[src/rtc_flags_cfg.svh]
// constants for the clock flag and control register
`ifndef RTC_FLAGS_CFG_SVH
`define RTC_FLAGS_CFG_SVH

// register location in the memory-mapped port
`define FLAGS_ADDR 15'h7FF0
`define ADDR_W 15

// bit positions inside the flag register
`define OSC_FAIL_BIT 4
`define CAL_BIT 2
`define HOLD_BIT 1

// reset values
`define CAL_RESET 1'h0
`define HOLD_RESET 1'h0
`define FAIL_RESET 1'h0

// power-up oscillator watch window
`define CLK_FREQ_MHZ 100
`define OSC_WATCH_MS 5
`define OSC_WATCH_CYCLES (`OSC_WATCH_MS * 1000 * `CLK_FREQ_MHZ)
`define WATCH_CNT_W 20

// calibration square wave from the 32768 Hz oscillator
`define OSC_FREQ_HZ 32768
`define CAL_FREQ_HZ 512
`define CAL_HALF_TICKS (`OSC_FREQ_HZ / (2 * `CAL_FREQ_HZ))
`define CAL_DIV_W 5

`endif

[src/rtc_flags_pkg.sv]
// types shared by the clock flag and control logic
package rtc_flags_pkg;

  typedef enum logic [1:0] {
    PH_RESTORE,
    PH_WATCH,
    PH_RUN
  } phase_t;

endpackage : rtc_flags_pkg

[src/rtc_flag_control_bits.sv]
// clock flag register: oscillator fail flag, calibration output, write hold
//
// Summary of operation
// - with osc_enable high, no oscillator edge in the 5 ms after power-up sets fail
// - fail flag cleared only by software writing 0
// - fail flag kept across power cycles
// - calibration bit puts 512 Hz on interrupt pin
`timescale 1ns/1ps
`include "rtc_flags_cfg.svh"

module rtc_flag_control_bits
  import rtc_flags_pkg::*;
#(
  parameter int WATCH_CYCLES = `OSC_WATCH_CYCLES,
  parameter int TIME_W = 8
) (
  input wire logic clk,
  input wire logic arst_n,
  input wire logic reg_sel,
  input wire logic reg_wr,
  input wire logic reg_rd,
  input wire logic [`ADDR_W-1:0] reg_addr,
  input wire logic [7:0] reg_wdata,
  output logic [7:0] reg_rdata,
  output logic reg_rvalid,
  input wire logic osc_clk_in,
  input wire logic osc_enable,
  input wire logic nv_fail_in,
  output logic nv_fail_out,
  input wire logic irq_request,
  input wire logic int_in,
  output logic int_out,
  output logic int_oe_n,
  input wire logic [TIME_W-1:0] user_time,
  output logic counter_load,
  output logic [TIME_W-1:0] counter_load_data
);

  typedef struct packed {
    phase_t phase;
    logic [`WATCH_CNT_W-1:0] watch_cnt;
    logic osc_s1;
    logic osc_s2;
    logic osc_prev;
    logic osc_fail;
    logic cal;
    logic hold;
    logic [`CAL_DIV_W-1:0] div;
    logic wave;
    logic pin_oe_n;
    logic [7:0] rdata;
    logic rvalid;
    logic load;
    logic [TIME_W-1:0] load_data;
  } state_t;

  state_t s;
  state_t next_s;

  logic tick;
  logic flags_wr;
  logic clear_fail;
  logic set_fail;
  logic watch_end;

  // pad input is not sampled; the pin is only ever pulled low here
  logic unused_int_in;
  assign unused_int_in = int_in;

  assign tick = s.osc_s2 & ~s.osc_prev;
  assign flags_wr = reg_sel & reg_wr & (reg_addr == `FLAGS_ADDR);
  assign clear_fail = flags_wr & ~reg_wdata[`OSC_FAIL_BIT];
  assign watch_end = (s.phase == PH_WATCH) & ~tick
                     & (s.watch_cnt == `WATCH_CNT_W'(WATCH_CYCLES - 1));
  assign set_fail = watch_end & osc_enable;

  always_comb begin
    next_s = s;
    next_s.osc_s1 = osc_clk_in;
    next_s.osc_s2 = s.osc_s1;
    next_s.osc_prev = s.osc_s2;
    next_s.load = 1'h0;
    next_s.rvalid = 1'h0;

    // power-up sequencing of the oscillator check
    case (s.phase)
      PH_RESTORE: begin
        next_s.phase = PH_WATCH;
        next_s.watch_cnt = '0;
      end
      PH_WATCH: begin
        if (tick || watch_end) begin
          next_s.phase = PH_RUN;
        end else begin
          next_s.watch_cnt = s.watch_cnt + `WATCH_CNT_W'(1);
        end
      end
      PH_RUN: begin
        next_s.phase = PH_RUN;
      end
      default: begin
        next_s.phase = PH_RESTORE;
      end
    endcase

    // fail flag: restore first, then hardware set wins over software clear
    if (s.phase == PH_RESTORE) begin
      next_s.osc_fail = nv_fail_in;
    end else if (set_fail) begin
      next_s.osc_fail = 1'h1;
    end else if (clear_fail) begin
      next_s.osc_fail = 1'h0;
    end

    if (flags_wr) begin
      next_s.cal = reg_wdata[`CAL_BIT];
      next_s.hold = reg_wdata[`HOLD_BIT];
      if (s.hold && !reg_wdata[`HOLD_BIT]) begin
        next_s.load = 1'h1;
        next_s.load_data = user_time;
      end
    end

    // 512 Hz wave: toggle every half period of oscillator ticks
    if (s.cal) begin
      if (tick) begin
        next_s.div = s.div + `CAL_DIV_W'(1);
        if (s.div == `CAL_DIV_W'(`CAL_HALF_TICKS - 1)) begin
          next_s.wave = ~s.wave;
        end
      end
    end else begin
      next_s.div = '0;
      next_s.wave = 1'h0;
    end

    // open drain pin: low drive from wave or normal interrupt
    if (s.cal) begin
      next_s.pin_oe_n = s.wave;
    end else begin
      next_s.pin_oe_n = ~irq_request;
    end

    if (reg_sel && reg_rd) begin
      next_s.rvalid = 1'h1;
      next_s.rdata = 8'h00;
      if (reg_addr == `FLAGS_ADDR) begin
        next_s.rdata[`OSC_FAIL_BIT] = s.osc_fail;
        next_s.rdata[`CAL_BIT] = s.cal;
        next_s.rdata[`HOLD_BIT] = s.hold;
      end
    end
  end

  always_ff @(posedge clk or negedge arst_n) begin
    if (!arst_n) begin
      s.phase <= PH_RESTORE;
      s.watch_cnt <= '0;
      s.osc_s1 <= 1'h0;
      s.osc_s2 <= 1'h0;
      s.osc_prev <= 1'h0;
      s.osc_fail <= `FAIL_RESET;
      s.cal <= `CAL_RESET;
      s.hold <= `HOLD_RESET;
      s.div <= '0;
      s.wave <= 1'h0;
      s.pin_oe_n <= 1'h1;
      s.rdata <= 8'h00;
      s.rvalid <= 1'h0;
      s.load <= 1'h0;
      s.load_data <= '0;
    end else begin
      s <= next_s;
    end
  end

  assign reg_rdata = s.rdata;
  assign reg_rvalid = s.rvalid;
  assign nv_fail_out = s.osc_fail;
  assign int_out = 1'h0;
  assign int_oe_n = s.pin_oe_n;
  assign counter_load = s.load;
  assign counter_load_data = s.load_data;
endmodule : rtc_flag_control_bits

[config.mk]
export PLATFORM = sky130hd
export DESIGN_NAME = rtc_flag_control_bits
export DESIGN_NICKNAME = d
export VERILOG_FILES = /design/src/rtc_flags_pkg.sv /design/src/rtc_flag_control_bits.sv
export VERILOG_INCLUDE_DIRS = /design/src
export SDC_FILE = /design/constraint.sdc
export NUM_CORES = 1
export LEC_CHECK = 0
export ABC_AREA = 1
export BUFFER_PORTS_ARGS = -buffer_cell sky130_fd_sc_hd__buf_4
export CORE_ASPECT_RATIO = 2
export CORE_MARGIN = 2
export CORE_UTILIZATION = 54
export CTS_CLUSTER_DIAMETER = 80
export DETAILED_ROUTE_END_ITERATION = 8
export GPL_ROUTABILITY_DRIVEN = 0
export GPL_TIMING_DRIVEN = 1
export PLACE_DENSITY = 0.82
export REMOVE_ABC_BUFFERS = 1
export SKIP_CTS_REPAIR_TIMING = 1
export SLEW_MARGIN = 25
export SYNTH_ARGS = -nofsm -noshare
export SYNTH_HDL_FRONTEND = slang
export SYNTH_SLANG_ARGS = --single-unit
[constraint.sdc]
create_clock -name clk -period 2.1 [get_ports clk]
set_clock_uncertainty 0.2 [all_clocks]
set_input_delay 0 -clock clk [delete_from_list [all_inputs] [get_ports clk]]
set_output_delay 0 -clock clk [all_outputs]
set_load 0.005 [all_outputs]
# [Word-level counts from Yosys, hierarchy flattened]
# Cells that the tools add are included.
[op_classes] n_addsub=2 n_eq_ne=9 mux=16 bitwise=12 reduce_logical=10
[ops] op="20-bit one-hot mux with 2 select lines" n=1
[ops] op="20-bit by 1-bit adder with 20-bit output (second input constant)" n=1
[ops] op="20-bit by 19-bit == test with 1-bit output (second input constant)" n=1
[ops] op="20-bit two-way mux" n=1
[ops] op="9-bit two-way mux" n=2
[ops] op="15-bit == test (second input constant)" n=1
[ops] op="6-bit two-way mux" n=2
[ops] op="1-bit bitwise AND" n=7
[ops] op="1-bit two-way mux" n=7
[ops] op="2-bit by 1-bit != test with 1-bit output (second input constant)" n=3
[ops] op="2-bit one-hot mux with 3 select lines" n=1
[ops] op="2-bit AND reduction" n=3
[ops] op="5-bit by 1-bit adder with 5-bit output (second input constant)" n=1
[ops] op="5-bit == test (second input constant)" n=1
[ops] op="1-bit NOT" n=5
[ops] op="2-bit two-way mux" n=2
[ops] op="3-bit nonzero test" n=1
[ops] op="2-bit by 1-bit == test with 1-bit output (second input constant)" n=1
[ops] op="2-bit == test (second input constant)" n=1
[ops] op="1-bit logical AND" n=2
[ops] op="2-bit logical NOT" n=1
[ops] op="2-bit != test (second input constant)" n=1
[ops] op="2-bit nonzero test" n=1
[ops] op="1-bit logical NOT" n=1
[ops] op="1-bit logical OR" n=1
[word_totals] ff_bits=48 out_inout_bits=21 wordCells=64

# [Logic depth before layout (Yosys ltp)]
[logic_depth] ltp_word=8 mapped_depth=10

# [Worst setup path after synthesis]
# OpenSTA, ideal clock, no wires.
[synth_timing] path_kind="register -> register" startpoint="register s[31] (netlist name)" endpoint="register s[33] (netlist name)" t_arrival_ps=1507 slack_ps=276 stages_incl_launch_ff=10 path_buffers=1 period_less_slack_ps=1824 cell_sequence="dfrtp_1 > ha_1 > nand3_2 > nor2_1 > nand3_2 > nand2_2 > nand2_2 > buf_6 > nand3_1 > nand2_1"
[synth_between] elab_chain_len=5 elab_cells_between_ends=8 cone_classes="add/sub: 1; eq/ne: 2; mux: 2; bitwise: 1; reduce/logical: 2"
[synth_rtl] item="start: declaration" line="rtc_flag_control_bits.sv:57" text="state_t s;"
[synth_rtl] item="start signal: assignment" line="rtc_flag_control_bits.sv:173" text="s <= next_s;"
[synth_rtl] item="parallel branches: the longest is 5 deep, another holds 20-bit by 1-bit adder with 20-bit output"
# Parallel ways; which one is timed is not known. The select of a mux whose other input is x is not followed.
# A chain may end at the register's enable or synchronous reset.

# [Worst setup path in the final report]
[layout_timing] startpoint="input port reg_addr[1]" endpoint="register s (netlist bit reg_rdata[2])"
[layout_between] elab_chain_len=2
[layout_rtl] item="start: declaration" line="rtc_flag_control_bits.sv:22" text="input wire logic [`ADDR_W-1:0] reg_addr,"
[layout_rtl] item="15-bit == test (no source line)"
[layout_rtl] item="2-bit two-way mux" line="rtc_flag_control_bits.sv:147" text="if (reg_addr == `FLAGS_ADDR) begin"
# No other way between the ends.

==> flow_summary_export.csv <==
group,metric,value,unit
route,viasPerCell,5.53,
clock_network,root_buffer,"clkbuf_8",
setup_path,worstPathMaxFanout,4,
sta,fin_crit,2.12,ns
run,maxCapViolCount,0,
layout,stdcell_count,497,
yosys,ys_seq_elements,48,
layout,final_core_util,70.7,%
setup_path,worstReg2RegEnd,"counter_load_data[2]",
setup_path,crit-reg2reg-launch,"s[25]",
power,ir_drop,1.09,mV
layout,n_antenna_cell,0,
sta,fin_crit_sh,101,%
floorplanning,core_area,0.00486,mm2
outcome,violations,"setup timing",
global_route,overflow,0,
layout,drive_gt1_share,16.6,%
global_route,track_usage,25.5,%
placement,portBuffers,49,
yosys,yosysWarnings,0,
yosys,synth_top_area_share,42.8,%
sta,finalSetupViolCount,1,
route,drc_errors,0,
global_route,antenna_found_initial,0,
placement,dpl.cell_count,463,
power,p_leak,1.67,nW
placement,dpl.hpwl,4.81,mm
setup_path,reg2reg_slack,0.18,ns
setup_path,critical_path_class,"in2reg",
power,p_total,2.34,mW
route,wl,8.05,mm
yosys,seq_area_frac_synth,43.8,%
yosys,avgSynthCellArea,7.44,um2
setup_path,cp-startpoint,"reg_addr[1]",
yosys,ys_top_cells_by_area,"dfrtp_1, nand2_1, nor2_1",
clock_network,cts_sinks,48,
floorplanning,io_pins,62,
clock_network,ctsLongestPathBuffers,2,
layout,area_growth,25.3,%
layout,fin_nets,485,
route,drtAntennaViolNets,0,
yosys,syn_area,0.00275,mm2
sta,worst_pin_slew,0.606,ns
clock_network,clk_latency,0.32,ns
setup_path,cp-end-kind,"flop",
global_route,grt_max_degree,49,
sta,hold_viol_final,0,
route,post_drt_wl_per_cell,16.2,um
sta,drv_slew,0,
floorplanning,die_y,105,um
outcome,status,"complete, but fails checks",
yosys,synth.distinct_cells,31,
hold_path,hold_class,"in2async",
route,drt-initial-drc-count,110,
yosys,synthCells,369,
setup_path,reg2reg_depth,5,
global_route,first_global_vias,2436,
global_route,grt_pass1_wl,10.8,mm
sta,fmax,472,MHz
setup_path,worstPathArrival,2.14,ns
clock_network,cts.clk_slew.worst_paths,0.10,ns
yosys,synth_top_cell_by_area,"dfrtp_1",
floorplanning,die_area,0.00571,mm2
floorplanning,rows,36,
clock_network,numCtsBuffers,5,
sta,slew_headroom,59.6,%
sta,setup_ws,-0.0192,ns
setup_path,required,2.12,ns
floorplanning,initial_utilization,56.5,%
power,powerDensity,680,mW/mm2
setup_path,critPathLaunchType,"input port",
floorplanning,die_w,54.4,um
route,num_vias,2746,
clock_network,ctsHtreeMaxLevel,2,
route,first_pass_iters,5,
clock_network,cts_tree,"built",
worst max-delay path: stages:
cell and delay (ns):
buf_4 0.11, nor2_1 0.11, nand2_1 0.10, nor2_1 0.28, dlygate4sd3_1 0.61, nand2_1 0.06
dlygate4sd3_1 0.61, o31ai_1 0.25
synthesized netlist by cell type (all sizes together):
cell    instances
dfstp           1
dfrtp          47
nor2           52
o31ai           2
ha              5
nor4            1
conb            1
nor3b           1
nand3          26
clkbuf          1
a31oi           1
buf            21
and2            3
nand4           7
xor2           11
inv            35
nor3            5
a211oi          1
a21oi           4
nand2         128
o21ai          16
how the worst max path moves through the flow:
stage,to,slack [ns],cells after the start
finish,reg_rdata[2],-0.02,8
global route,reg_rdata[2],-0.08,8
global placement,s[35],0.33,8
floorplan,s[46],0.21,6
detailed placement,s[36],0.30,8
CTS,s[36],0.27,8
cell type report:
type / instances / area (um2)
Tap cell: 57 / 71.3
Fill cell: 360 / 1420
Multi-Input combinational cell: 269 / 1260
Clock buffer: 6 / 82.6
Timing Repair Buffer: 80 / 678
Inverter: 35 / 131
Clock inverter: 2 / 13.8
Sequential cell: 48 / 1200
flip-flops by register name (all words and copies together), names as in the netlist:
| name | flops |
|---|---|
| s | 31 |
| counter_load_data | 8 |
| reg_rdata | 3 |
| next_s | 2 |
| counter_load | 1 |
| int_oe_n | 1 |
| nv_fail_out | 1 |
| reg_rvalid | 1 |
report_power, final:
group          total [mW]  switching [mW]  leakage (nW)  internal, mW
clock network       0.607           0.338        0.0516         0.270
registers            1.01          0.0367         0.647         0.975
logic               0.722           0.459         0.973         0.263
total                2.34           0.833          1.67          1.51
placed cells by master (no fill, tap or decap), types with 2 or more instances in the layout:
master         instances
a21oi_1                3
and2_1                 3
buf_4                 53
clkbuf_8               6
conb_1                 6
dfrtp_1               47
dlygate4sd3_1         26
ha_1                   5
inv_1                 33
inv_2                  2
nand2_1              126
nand2_2                2
nand3_1               24
nand3_2                2
nand4_1                7
nor2_1                51
nor3_1                 4
o21ai_0                9
o21ai_1                6
o31ai_1                2
xor2_1                11
cell families (layout without fill, tap and decap cells):
logic type	Yosys count	in the layout	share of synthesized area [%]
compound gates	24	24	5.24
buf+inv	57	123	11.0
flops	48	48	43.8
other cells	1	6	0.137
simple gates	223	223	34.1
xor+xnor	11	11	3.51
fa+ha+maj	5	5	2.28
stage by stage:
step           instance area, um2  setup WS [ns]  TNS, ns  hold WS [ns]
4_1_cts                      3180          0.270        0        -0.488
5_1_grt                      3440        -0.0808   -0.258        0.0977
6_report                     3440        -0.0192  -0.0192        0.0181
3_3_place_gp                 3080          0.334        0        -0.149
3_5_place_dp                 3080          0.299        0        -0.152
2_1_floorplan                2590          0.208        0        -0.496
layer usage:
metal | wire length [um] | up-vias | global-route usage (%)
li1 | - | 1271 | -
met1 | 2770 | 1310 | 27.4
met2 | 4480 | 138 | 45.2
met3 | 398 | 27 | 4.71
met4 | 401 | 0 | 11.4
met5 | 0 | - | 0
(Power assumes the default switching activity.)
